$ cat src/rtl/ssrc_pkg.sv
// security command decoder package: register map, field layout, codes, states
// assumes admin commands are fetched and completions posted by logic outside
package ssrc_pkg;

	// ==================================================================
	// register map
	localparam int         ADDR_W          = 8;
	localparam int         DATA_W          = 32;
	localparam int         SUPPORT_WORDS   = 8;
	localparam logic [7:0] REG_SUPPORT0    = 8'h00;
	localparam logic [7:0] REG_STATUS      = 8'h20;
	localparam logic [7:0] REG_CPL_COUNT   = 8'h24;
	localparam logic [7:0] REG_CONTROL     = 8'h28;
	// protocols 00h and EAh are served after reset
	localparam logic [255:0] SUPPORT_RESET = 256'h1 | (256'h1 << 8'hea);
	localparam logic [1:0]   CONTROL_RESET = 2'h3;
	localparam int         CTRL_RX_EN      = 0;
	localparam int         CTRL_TX_EN      = 1;

	// ==================================================================
	// command dword 10 layout
	localparam int PROTO_MSB  = 31;
	localparam int PROTO_LSB  = 24;
	localparam int SPEC_HI_MSB = 23;
	localparam int SPEC_HI_LSB = 16;
	localparam int SPEC_LO_MSB = 15;
	localparam int SPEC_LO_LSB = 8;
	localparam int TARGET_MSB = 7;
	localparam int TARGET_LSB = 0;

	// ==================================================================
	// protocol values and status codes
	localparam logic [7:0]  PROTO_DISCOVERY   = 8'h00;
	localparam logic [7:0]  PROTO_DEVICE      = 8'hea;
	localparam logic [15:0] SPEC_REPLAY_BLOCK = 16'h0001;
	localparam logic [7:0]  SC_SUCCESS        = 8'h00;
	localparam logic [7:0]  SC_INVALID_FORMAT = 8'h0a;
	localparam logic [2:0]  SCT_GENERIC       = 3'h0;
	localparam logic [2:0]  SCT_CMD_SPECIFIC  = 3'h1;

	// ==================================================================
	// controller states, gray along idle-decode-exec-post
	typedef enum logic [1:0] {
		SSRC_IDLE   = 2'h0,
		SSRC_DECODE = 2'h1,
		SSRC_EXEC   = 2'h3,
		SSRC_POST   = 2'h2
	} ssrc_state_t;

endpackage : ssrc_pkg

$ cat src/rtl/ssrc_core.sv
// security send/receive command decoder with format completion
// assumes a command source with valid/ready, an executor for protocol payloads,
// a format engine, and a completion poster with valid/ready
//
// The register addresses and the address-and-strobe port were decided locally.
`timescale 1ns/1ps
`default_nettype none

module ssrc_core #(
	parameter logic [7:0] OPC_FORMAT     = 8'h01,
	parameter logic [7:0] OPC_SEC_SEND   = 8'h02,
	parameter logic [7:0] OPC_SEC_RECV   = 8'h03,
	parameter logic [7:0] SC_INVALID_OPC = 8'h01,
	parameter logic [7:0] SC_INVALID_FLD = 8'h02,
	parameter int         CNT_W          = 16
) (
	// clock and reset
	input  wire logic                      clk_in,
	input  wire logic                      srst_in,
	// register port
	input  wire logic [ssrc_pkg::ADDR_W-1:0] reg_addr_in,
	input  wire logic [ssrc_pkg::DATA_W-1:0] reg_wdata_in,
	input  wire logic                      reg_wr_in,
	input  wire logic                      reg_rd_in,
	output logic      [ssrc_pkg::DATA_W-1:0] reg_rdata_out,
	// admin command in
	input  wire logic                      cmd_valid_in,
	output logic                           cmd_ready_out,
	input  wire logic [7:0]                cmd_opcode_in,
	input  wire logic [15:0]               cmd_id_in,
	input  wire logic [63:0]               cmd_buf_pointer_first_in,
	input  wire logic [63:0]               cmd_buf_pointer_second_in,
	input  wire logic [31:0]               cmd_dword10_in,
	input  wire logic [31:0]               cmd_dword11_in,
	// format engine
	output logic                           fmt_start_out,
	output logic      [31:0]               fmt_dword10_out,
	input  wire logic                      fmt_done_in,
	input  wire logic                      fmt_invalid_in,
	// security executor
	output logic                           sec_req_valid_out,
	input  wire logic                      sec_req_done_in,
	input  wire logic [2:0]                sec_done_sct_in,
	input  wire logic [7:0]                sec_done_sc_in,
	output logic                           sec_is_receive_out,
	output logic                           sec_discovery_out,
	output logic                           sec_replay_block_out,
	output logic      [7:0]                sec_protocol_selector_out,
	output logic      [7:0]                sec_proto_specific_hi_out,
	output logic      [7:0]                sec_proto_specific_lo_out,
	output logic      [7:0]                sec_device_specific_target_out,
	output logic      [31:0]               sec_length_out,
	output logic      [63:0]               sec_buf_pointer_first_out,
	output logic      [63:0]               sec_buf_pointer_second_out,
	output logic      [255:0]              sec_support_map_out,
	output logic                           sec_result_pending_out,
	input  wire logic                      link_lost_in,
	// admin completion out
	output logic                           cpl_valid_out,
	input  wire logic                      cpl_ready_in,
	output logic      [15:0]               cpl_id_out,
	output logic      [2:0]                cpl_sct_out,
	output logic      [7:0]                cpl_sc_out
);
	import ssrc_pkg::*;

	if (CNT_W < 1 || CNT_W > DATA_W) begin : g_check
		$error("ssrc_core: CNT_W must be 1..DATA_W");
	end

	// ==================================================================
	// state and storage
	ssrc_state_t          state_reg;
	logic [255:0]         support_reg;
	logic [1:0]           control_reg;
	logic [CNT_W-1:0]     cpl_count_reg;
	logic [7:0]           opcode_reg;
	logic [15:0]          id_reg;
	logic [31:0]          dw10_reg;
	logic [31:0]          dw11_reg;
	logic [63:0]          ptr_first_reg;
	logic [63:0]          ptr_second_reg;
	logic                 fmt_busy_reg;
	logic                 fmt_pend_reg;
	logic                 fmt_bad_reg;
	logic [15:0]          fmt_id_reg;
	logic                 pending_reg;
	logic [7:0]           last_sc_reg;
	logic [15:0]          cpl_id_reg;
	logic [2:0]           cpl_sct_reg;
	logic [7:0]           cpl_sc_reg;
	logic [DATA_W-1:0]    rdata_reg;
	logic                 fmt_start_reg;

	// ==================================================================
	// decode of the latched command
	logic [7:0]  proto;
	logic [15:0] spec;
	logic        is_recv;
	logic        is_send;
	logic        proto_supported;
	logic        proto_bad;
	logic        spec_bad;
	logic        cmd_take;
	logic        fmt_post;
	logic        cpl_take;

	assign proto   = dw10_reg[PROTO_MSB:PROTO_LSB];
	assign spec    = {dw10_reg[SPEC_HI_MSB:SPEC_HI_LSB],
	                  dw10_reg[SPEC_LO_MSB:SPEC_LO_LSB]};
	assign is_recv = (opcode_reg == OPC_SEC_RECV);
	assign is_send = (opcode_reg == OPC_SEC_SEND);
	assign proto_supported = support_reg[proto];

	// discovery is receive only, so 00h counts as reserved for a send
	always_comb begin
		proto_bad = 1'b0;
		if (is_recv) begin
			proto_bad = !proto_supported || !control_reg[CTRL_RX_EN];
		end else if (is_send) begin
			proto_bad = !proto_supported || (proto == PROTO_DISCOVERY)
			            || !control_reg[CTRL_TX_EN];
		end
	end

	assign spec_bad = (proto == PROTO_DEVICE) && (spec != SPEC_REPLAY_BLOCK);

	// a finished format is posted only from idle so it never tramples a command
	assign fmt_post      = fmt_pend_reg && (state_reg == SSRC_IDLE);
	assign cmd_ready_out = (state_reg == SSRC_IDLE) && !fmt_pend_reg
	                       && !(fmt_busy_reg && cmd_opcode_in == OPC_FORMAT);
	assign cmd_take      = cmd_valid_in && cmd_ready_out;
	assign cpl_take      = cpl_valid_out && cpl_ready_in;

	// ==================================================================
	// command latch: the opcode, the id, the two pointers and dwords 10, 11 are kept
	always_ff @(posedge clk_in) begin
		if (srst_in) begin
			opcode_reg     <= 8'h00;
			id_reg         <= 16'h0000;
			dw10_reg       <= 32'h0000_0000;
			dw11_reg       <= 32'h0000_0000;
			ptr_first_reg  <= 64'h0;
			ptr_second_reg <= 64'h0;
		end else if (cmd_take) begin
			opcode_reg     <= cmd_opcode_in;
			id_reg         <= cmd_id_in;
			dw10_reg       <= cmd_dword10_in;
			dw11_reg       <= cmd_dword11_in;
			ptr_first_reg  <= cmd_buf_pointer_first_in;
			ptr_second_reg <= cmd_buf_pointer_second_in;
		end
	end

	// ==================================================================
	// main sequence
	always_ff @(posedge clk_in) begin
		if (srst_in) begin
			state_reg <= SSRC_IDLE;
		end else begin
			unique case (state_reg)
				SSRC_IDLE: begin
					if (fmt_post) begin
						state_reg <= SSRC_POST;
					end else if (cmd_take && cmd_opcode_in != OPC_FORMAT) begin
						state_reg <= SSRC_DECODE;
					end
				end
				SSRC_DECODE: begin
					if ((is_recv || is_send) && !proto_bad && !spec_bad) begin
						state_reg <= SSRC_EXEC;
					end else begin
						state_reg <= SSRC_POST;
					end
				end
				SSRC_EXEC: begin
					if (sec_req_done_in) begin
						state_reg <= SSRC_POST;
					end
				end
				SSRC_POST: begin
					if (cpl_take) begin
						state_reg <= SSRC_IDLE;
					end
				end
			endcase
		end
	end

	// ==================================================================
	// completion entry
	always_ff @(posedge clk_in) begin
		if (srst_in) begin
			cpl_id_reg  <= 16'h0000;
			cpl_sct_reg <= SCT_GENERIC;
			cpl_sc_reg  <= SC_SUCCESS;
		end else if (fmt_post) begin
			cpl_id_reg <= fmt_id_reg;
			if (fmt_bad_reg) begin
				cpl_sct_reg <= SCT_CMD_SPECIFIC;
				cpl_sc_reg  <= SC_INVALID_FORMAT;
			end else begin
				cpl_sct_reg <= SCT_GENERIC;
				cpl_sc_reg  <= SC_SUCCESS;
			end
		end else if (state_reg == SSRC_DECODE) begin
			cpl_id_reg  <= id_reg;
			cpl_sct_reg <= SCT_GENERIC;
			if (!is_recv && !is_send) begin
				cpl_sc_reg <= SC_INVALID_OPC;
			end else if (proto_bad || spec_bad) begin
				cpl_sc_reg <= SC_INVALID_FLD;
			end else begin
				cpl_sc_reg <= SC_SUCCESS;
			end
		end else if (state_reg == SSRC_EXEC && sec_req_done_in) begin
			cpl_sct_reg <= sec_done_sct_in;
			cpl_sc_reg  <= sec_done_sc_in;
		end
	end

	assign cpl_valid_out = (state_reg == SSRC_POST);
	assign cpl_id_out    = cpl_id_reg;
	assign cpl_sct_out   = cpl_sct_reg;
	assign cpl_sc_out    = cpl_sc_reg;

	// ==================================================================
	// format tracking: done that lands while busy is held until idle
	always_ff @(posedge clk_in) begin
		if (srst_in) begin
			fmt_busy_reg  <= 1'b0;
			fmt_pend_reg  <= 1'b0;
			fmt_bad_reg   <= 1'b0;
			fmt_id_reg    <= 16'h0000;
			fmt_start_reg <= 1'b0;
		end else begin
			fmt_start_reg <= cmd_take && (cmd_opcode_in == OPC_FORMAT);
			if (cmd_take && cmd_opcode_in == OPC_FORMAT) begin
				fmt_busy_reg <= 1'b1;
				fmt_id_reg   <= cmd_id_in;
			end
			if (fmt_busy_reg && fmt_done_in) begin
				fmt_busy_reg <= 1'b0;
				fmt_pend_reg <= 1'b1;
				fmt_bad_reg  <= fmt_invalid_in;
			end else if (fmt_post) begin
				fmt_pend_reg <= 1'b0;
			end
		end
	end

	assign fmt_start_out   = fmt_start_reg;
	assign fmt_dword10_out = dw10_reg;

	// ==================================================================
	// send results await a receive; reset drops them, and so does link loss unless a send completes in that cycle
	always_ff @(posedge clk_in) begin
		if (srst_in) begin
			pending_reg <= 1'b0;
		end else if (state_reg == SSRC_EXEC && sec_req_done_in && is_send) begin
			pending_reg <= 1'b1;
		end else if (link_lost_in) begin
			pending_reg <= 1'b0;
		end else if (state_reg == SSRC_EXEC && sec_req_done_in && is_recv
		             && proto != PROTO_DISCOVERY) begin
			pending_reg <= 1'b0;
		end
	end

	// ==================================================================
	// executor request
	assign sec_req_valid_out              = (state_reg == SSRC_EXEC);
	assign sec_is_receive_out             = is_recv;
	assign sec_discovery_out              = is_recv && (proto == PROTO_DISCOVERY);
	assign sec_replay_block_out           = (proto == PROTO_DEVICE)
	                                        && (spec == SPEC_REPLAY_BLOCK);
	assign sec_protocol_selector_out      = proto;
	assign sec_proto_specific_hi_out      = spec[15:8];
	assign sec_proto_specific_lo_out      = spec[7:0];
	assign sec_device_specific_target_out = (proto == PROTO_DEVICE)
	                                        ? dw10_reg[TARGET_MSB:TARGET_LSB] : 8'h00;
	assign sec_length_out                 = dw11_reg;
	assign sec_buf_pointer_first_out      = ptr_first_reg;
	assign sec_buf_pointer_second_out     = ptr_second_reg;
	assign sec_support_map_out            = support_reg;
	assign sec_result_pending_out         = pending_reg;

	// ==================================================================
	// last status and completion counter
	always_ff @(posedge clk_in) begin
		if (srst_in) begin
			last_sc_reg   <= SC_SUCCESS;
			cpl_count_reg <= '0;
		end else if (cpl_take) begin
			last_sc_reg   <= cpl_sc_reg;
			cpl_count_reg <= cpl_count_reg + 1'b1;
		end
	end

	// ==================================================================
	// register writes: support map words and control
	for (genvar w = 0; w < SUPPORT_WORDS; w++) begin : g_support
		always_ff @(posedge clk_in) begin
			if (srst_in) begin
				support_reg[w*DATA_W +: DATA_W] <= SUPPORT_RESET[w*DATA_W +: DATA_W];
			end else if (reg_wr_in && reg_addr_in == REG_SUPPORT0 + 8'(w*4)) begin
				support_reg[w*DATA_W +: DATA_W] <= reg_wdata_in;
			end
		end
	end

	always_ff @(posedge clk_in) begin
		if (srst_in) begin
			control_reg <= CONTROL_RESET;
		end else if (reg_wr_in && reg_addr_in == REG_CONTROL) begin
			control_reg <= reg_wdata_in[1:0];
		end
	end

	// ==================================================================
	// register reads, data valid in the following cycle only
	always_ff @(posedge clk_in) begin
		if (srst_in) begin
			rdata_reg <= '0;
		end else if (reg_rd_in) begin
			if (reg_addr_in < REG_STATUS && reg_addr_in[1:0] == 2'h0) begin
				rdata_reg <= support_reg[reg_addr_in[4:2]*DATA_W +: DATA_W];
			end else if (reg_addr_in == REG_STATUS) begin
				rdata_reg <= {12'h000, last_sc_reg, 5'h00, cpl_valid_out,
				              pending_reg, fmt_pend_reg, fmt_busy_reg, 1'b0,
				              state_reg};
			end else if (reg_addr_in == REG_CPL_COUNT) begin
				rdata_reg <= DATA_W'(cpl_count_reg);
			end else if (reg_addr_in == REG_CONTROL) begin
				rdata_reg <= {30'h0, control_reg};
			end else begin
				rdata_reg <= '0;
			end
		end else begin
			rdata_reg <= '0;
		end
	end

	assign reg_rdata_out = rdata_reg;

endmodule : ssrc_core

`default_nettype wire

$ cat config.mk
export PLATFORM = sky130hd
export DESIGN_NAME = ssrc_core
export DESIGN_NICKNAME = d
export VERILOG_FILES = /design/src/rtl/ssrc_pkg.sv /design/src/rtl/ssrc_core.sv
export SDC_FILE = /design/constraint.sdc
export NUM_CORES = 1
export LEC_CHECK = 0
export BUFFER_PORTS_ARGS = -buffer_cell sky130_fd_sc_hd__clkbuf_2
export CORE_AREA = 10 10 311 313
export DETAILED_ROUTE_END_ITERATION = 12
export DIE_AREA = 0 0 321 323
export GPL_ROUTABILITY_DRIVEN = 0
export SYNTH_ARGS = -nofsm -noshare
export SYNTH_HDL_FRONTEND = slang
export SYNTH_SLANG_ARGS = --single-unit
$ cat constraint.sdc
create_clock -name clk_in -period 2.7 [get_ports clk_in]
set_clock_uncertainty 0.15 [all_clocks]
set_input_delay 0.27 -clock clk_in [delete_from_list [all_inputs] [get_ports clk_in]]
set_output_delay 0.27 -clock clk_in [all_outputs]
set_load 0.01 [all_outputs]
==> qor.txt, run 1 <==
Slew HR - 47.3%
r2r setup slk - -0.08 ns
Storage cell area - 0.0116 mm²
cells after synthesis - 2,932
largest net degree at the start of global routing - 133
WL final - 131 mm
most numerous cell in the Yosys netlist - nand2_1
largest area contributor in the netlist - dfxtp_1
Yosys top cell area share - 46.9%
Top Ports - 824
design area - 0.0368 mm²
register clock-pin slew on the reported worst setup and hold paths - 0.07 ns
die area - 0.104 mm²
violated checks - setup timing
DR DRC count - 0
Synth top cells by count - nand2_1, dfxtp_1, a21oi_1
crit path cell chain - buf_12, buf_12, buf_6, mux4_2, mux2_4, a221oi_2, o211a_1, a211oi_2, o211ai_2, buf_6, a2111oi_4
TritonCTS clock tree - done
Die H - 323 µm
via count - 27,380
CTS H-tree lvls - 3
Placement Setup Slack - -0.206 ns
worst hold endpoint - reg_rdata_out[0]$_SDFF_PP0_
LEAKAGE - 15.3 nW
max incr delay on CP - 0.51 ns
worst slew pin tran - 0.789 ns
setup_tns - -0.157 ns
Detailed Route Iter0 Violations - 3,224
CTS sink cnt - 580
DRT antenna net count - 0
Yosys reg bits - 580
Core ar. - 0.0908 mm²
Initial Util - 27.2%
Finished Core Util - 40.5%
fin crit period - 2.78 ns
YS warnings - 0
r2r worst-path depth - 11
ys flop type - dfxtp_1
number of library cell types mapped by synthesis - 58
multi-input combinational cell area - 0.0119 mm²
number of flops mapped to enable cells by yosys - 0
Setup crit start kind - flip-flop
CTS max path bufs - 3
Chip Width - 321 µm
# port buffers - 823
crit path kind - flip-flop to flip-flop
Worst R2R End - state_reg[0]$_SDFFE_PP0P_
Critical Path AT - 3.14 ns
final hold vios - 0
syn avg cell area - 8.44 µm²
WL/cell - 24.5 µm
worst hold margin - 0.0596 ns
Power Dens Cells - 655 mW/mm²
P&R area growth vs syn - 48.6%
RSZ-0062 raised after global routing - yes
asr flop ratio synth - 0%
setup ws final - -0.0792 ns
vias in the first global route - 26,629
placed insts - 4,935
Worst Hold Class - input pin to flip-flop
total CTS buffers - 70
period utilization - 103%
Via density - 5.13
fill count - 9,020
Max Freq - 0.360 GHz
crit path max fanout - 7
Finished Layout Cells - 5,341
max reg flops - 256
Min-Delay Startpoint - reg_addr_in[1]
required time worst endpoint - 3.06 ns
worst hold path stage count - 5
status - finished, violations left
syn nets - 3,210
Max rail drop VDD - 0.445 mV
Root Driver - clkbuf_16
total track usage - 23.9%
GRT overflow - 0
Setup violations, final - 2
worst-skew pair later-pin latency - 0.63 ns
initial antenna violation count - 7
first-pass GRT wire length - 187 mm
Worst setup EP type - flip-flop
placed standard-cell area - 0.0315 mm²
ranking of synthesized cells by area - dfxtp_1, nand2_1, a21oi_1
register area share after synthesis - 46.9%
DR pass1 iterations - 7
Buf/Inv on CP - 4
max-cap check violation count - 0
Final Max Slew Viols - 0
dpl hpwl - 97.5 mm
worst r2r src - fmt_dword10_out[24]$_SDFFE_PP0P_
row cnt - 111
Pwr Total - 24.1 mW
layout cell share with drive strength beyond 1 - 33.5%
Top delay family on crit path - multiplexers
Post-Syn Area - 0.0247 mm²
# nets final - 4,378
Slowest cell on crit path - mux4_2
tightest hold or removal path: cells and delay by family:
kind            cells  cell delay (ns)
compound gates      2             0.13
buf+inv             1             0.09
simple gates        2             0.29
worst max path at each step:
stage | depth (start not counted) | to | slack, ns | startpoint
floorplan | 9 | cpl_sc_out[1]$_SDFFE_PP0P_ | 0.19 | fmt_dword10_out[24]$_SDFFE_PP0P_
global placement | 9 | cpl_sc_out[1]$_SDFFE_PP0P_ | -0.18 | fmt_dword10_out[24]$_SDFFE_PP0P_
detailed placement | 9 | cpl_sc_out[1]$_SDFFE_PP0P_ | -0.21 | fmt_dword10_out[24]$_SDFFE_PP0P_
CTS | 11 | cpl_sc_out[1]$_SDFFE_PP0P_ | -0.05 | fmt_dword10_out[24]$_SDFFE_PP0P_
global route | 11 | state_reg[0]$_SDFFE_PP0P_ | -0.20 | fmt_dword10_out[24]$_SDFFE_PP0P_
finish | 11 | state_reg[0]$_SDFFE_PP0P_ | -0.08 | fmt_dword10_out[24]$_SDFFE_PP0P_
placed cells by master, fill, tap and decap left out, types with 5 or more instances in the layout:
cell type / count
nand2_1: 1069
clkbuf_2: 819
dfxtp_1: 575
a21oi_1: 543
dlygate4sd3_1: 267
buf_4: 243
mux4_2: 118
nor2_1: 77
clkbuf_16: 71
mux2i_1: 40
buf_12: 33
nand3_1: 20
a22oi_1: 20
mux2_2: 16
clkbuf_8: 15
clkbuf_1: 13
and2_1: 12
xor2_1: 12
nor2b_1: 11
clkinv_2: 11
inv_1: 10
nor3_1: 9
nor2_2: 9
a222oi_1: 8
mux4_1: 7
and3_1: 7
o21ai_0: 6
nand2b_1: 6
diode_2: 5
buf_6: 5
report_power, final:
group / switching [mW] / internal [mW]
clock network: 3.94 / 5.63
logic: 3.02 / 1.98
registers: 0.389 / 9.12
layout make-up:
cell class	count	area share, %
Inverter	12	0.133
Clock buffer	99	5.53
Antenna cell	5	0.0340
Sequential cell	580	31.6
Multi-Input combinational cell	2065	32.5
Tap cell	1186	4.03
Clock inverter	23	0.697
Timing Repair Buffer	1371	25.5
per-layer routing:
layer / wire (µm) / track usage (%)
met5: 0 / 0
met4: 5900 / 9.85
met3: 14600 / 7.76
met2: 60600 / 39.1
met1: 49600 / 28.8
kinds of logic (layout without fill, tap and decap cells):
logic type               Yosys count  in the layout  share of synthesized area (%)
AO/OA/AOI/OAI                    609            609                           13.1
adder cells (fa/ha/maj)            1              1                         0.0506
XOR/XNOR                          15             15                          0.531
flip-flops                       580            580                           46.9
other                              0              5                              0
multiplexers                     183            183                           14.0
AND/OR/NAND/NOR                 1257           1257                           20.0
buffers and inverters            287           1505                           5.31
repair_timing:
action,4_1_cts,5_1_grt
pin swaps,8,0
setup buffers,8,4
hold endpoints to repair,507,0
cloned,1,0
hold buffers,267,0
endpoints found under the setup margin,12,12
resized for setup,29,10
(Power assumes the default switching activity.)
==> run 2: changes to the inputs <==
- clock period: 2.7 -> 3.3 ns (I/O delays scaled with it)
==> run 2 against run 1 <==
Against the previous run:
- the run now ends clean
- final cell count decreased by 3.5%
- combinational power decreased by 24%
- non-clock buffer count decreased by 189
- first-iteration DRC count decreased by 0.65%
- total power decreased by 19%
- routed wire length decreased by 2.1%
- sequential power decreased by 18%
- critical path type is now input pin to flip-flop
- largest cell class unchanged
==> qor.txt, run 2 (same netlist as run 1, synthesis figures left out) <==
status - complete, no violations
initial antenna violation count - 9 (+2)
Top delay family on crit path - buffers and inverters
P&R area growth vs syn - 41.4%
r2r worst-path depth - 8 (-3)
Chip Width - 321 µm (unchanged)
Top Ports - 824 (unchanged)
register clock-pin slew on the reported worst setup and hold paths - 0.06 ns (about the same)
worst slew pin tran - 0.973 ns (+0.184 ns)
crit path kind - input pin to flip-flop
Worst path most repeated cell - dlygate4sd3_1
GRT overflow - 0 (unchanged)
Worst R2R End - sec_buf_pointer_second_out[56]$_SDFFE_PP0P_
Setup crit start kind - input pin
DRT antenna net count - 0 (unchanged)
required time worst endpoint - 3.69 ns (+0.63 ns)
max incr delay on CP - 0.59 ns (+0.08 ns)
vias in the first global route - 25,346 (-4.8%)
DR DRC count - 0 (unchanged)
Placement Setup Slack - 0.348 ns (+0.554 ns)
Worst setup EP type - flip-flop
leading cell types in the layout, fill and taps excluded - nand2_1, clkbuf_2, dfxtp_1
via count - 26,572 (-3.0%)
Power Dens Cells - 555 mW/mm² (-15%)
Slowest cell on crit path - dlygate4sd3_1
CTS max path bufs - 3 (unchanged)
first-pass GRT wire length - 181 mm (-3.3%)
commonest non-fill, non-tap cell in the layout - nand2_1
Initial Util - 27.2% (unchanged)
worst r2r src - fmt_pend_reg$_SDFFE_PP0P_
max-cap check violation count - 0 (unchanged)
Setup violations, final - 0 (-2)
max reg flops - 256 (unchanged)
Max rail drop VDD - 0.372 mV (-16%)
r2r setup slk - 0.24 ns (+0.32 ns)
worst-skew pair later-pin latency - 0.61 ns (-0.02 ns)
WL final - 128 mm (-2.1%)
# port buffers - 823 (unchanged)
placed insts - 4,755 (-3.6%)
Detailed Route Iter0 Violations - 3,203 (-0.65%)
crit path cell chain - dlygate4sd3_1, clkbuf_2, nor4_1, and2_1, a21boi_1, nand2_4, buf_12, nand2_1, a21oi_1, dlygate4sd3_1
setup ws final - 0.120 ns (+0.199 ns)
setup_tns - 0 ns (+0.157 ns)
Min-Delay Startpoint - cmd_dword10_in[25]
final hold vios - 0 (unchanged)
largest net degree at the start of global routing - 144 (+8.3%)
worst hold endpoint - fmt_dword10_out[25]$_SDFFE_PP0P_
RSZ-0062 raised after global routing - no
Pwr Total - 19.4 mW (-19%)
Worst Hold Class - input pin to flip-flop
TritonCTS clock tree - done
layout cell share with drive strength beyond 1 - 29.6% (-3.9 points)
period utilization - 96.4%
Core ar. - 0.0908 mm² (unchanged)
Final Max Slew Viols - 0 (unchanged)
LEAKAGE - 14.2 nW (-7.1%)
crit path max fanout - 52 (+45)
CTS sink cnt - 580 (unchanged)
Die H - 323 µm (unchanged)
Buf/Inv on CP - 4 (unchanged)
placed standard-cell area - 0.0300 mm² (-5.0%)
Root Driver - clkbuf_16
post-CTS setup buffer count - 0 (-8)
Slew HR - 35.1% (-12 points)
# nets final - 4,187 (-4.4%)
worst hold path stage count - 3 (-2)
CTS H-tree lvls - 3 (unchanged)
row cnt - 111 (unchanged)
Critical Path AT - 3.57 ns (+0.43 ns)
total track usage - 23.2% (-0.73 points)
die area - 0.104 mm² (unchanged)
fin crit period - 3.18 ns
fill count - 9,082 (+0.69%)
design area - 0.0350 mm² (-4.9%)
multi-input combinational cell area - 0.0119 mm² (-0.70%)
total CTS buffers - 68 (-2.9%)
Via density - 5.16 (+0.57%)
DR pass1 iterations - 6 (-1)
Finished Layout Cells - 5,154 (-3.5%)
WL/cell - 24.8 µm (+1.5%)
dpl hpwl - 95.5 mm (-2.1%)
Storage cell area - 0.0116 mm² (about the same)
Max Freq - 0.314 GHz
## run 2: changes by cell type in the layout (fill, tap and decap cells not counted), sizes merged
cell	change
buf	-191
bufbuf	-1
bufinv	+3
clkbuf	-2
clkinv	-2
clkinvlp	-3
diode	+4
dlygate4sd3	+3
inv	+2
## run 2: worst register-to-register path, delay by kind of cell, from the launching register on
| kind | cells | cell delay (ns) |
|---|---|---|
| compound gates | 2 | 0.54 |
| flops | 1 | 0.36 |
| buf+inv | 3 | 1.14 |
| simple gates | 3 | 0.81 |
## run 2: what timing repair did
| item | CTS | global route |
|---|---|---|
| hold buffers | 270 | 0 |
| gates resized for setup | 0 | 1 |
| endpoints found under the hold margin | 505 | 0 |
| setup endpoints to repair | 0 | 6 |
## run 2: cell type report
class / instances / share of cell area [%]
timing repair buffer: 1182 / 21.9
clock inverter: 23 / 0.944
clock buffer: 97 / 5.58
multi-input combinational: 2065 / 33.9
inverter: 12 / 0.129
tap: 1186 / 4.24
antenna: 9 / 0.0644
sequential: 580 / 33.2
## run 2: through the flow
step	hold WS (ns)	utilization (%)
2_1_floorplan	0.282	-
3_3_place_gp	0.289	33.0
3_5_place_dp	0.296	33.0
4_1_cts	0.00432	38.5
5_1_grt	0.00892	38.5
6_report	0.00892	38.5
## run 2: power breakdown
group          internal [mW]  total, mW  switching [mW]
sequential              7.46       7.81           0.349
combinational           1.44       3.78            2.34
clock                   4.69       7.84            3.15
## run 2: layer usage
metal / vias up / share of wire, % / track usage (%)
met5: - / 0.0086 / 0
met4: 2 / 4.8 / 9.89
met3: 362 / 12 / 9.11
met2: 1775 / 46 / 37.6
met1: 12573 / 37 / 27.0
li1: 11860 / - / -
## run 2: worst max path at each step
stage	startpoint	endpoint	slack, ns	cells after the start
2_1_floorplan	reg_addr_in[2]	reg_rdata_out[6]$_SDFF_PP0_	0.74	6
3_3_place_gp	fmt_dword10_out[24]$_SDFFE_PP0P_	state_reg[0]$_SDFFE_PP0P_	0.37	8
3_5_place_dp	fmt_dword10_out[24]$_SDFFE_PP0P_	state_reg[0]$_SDFFE_PP0P_	0.35	8
4_1_cts	fmt_pend_reg$_SDFFE_PP0P_	sec_buf_pointer_second_out[56]$_SDFFE_PP0P_	0.19	8
5_1_grt	cmd_opcode_in[3]	sec_buf_pointer_second_out[56]$_SDFFE_PP0P_	0.04	10
6_report	cmd_opcode_in[3]	sec_buf_pointer_second_out[56]$_SDFFE_PP0P_	0.12	10
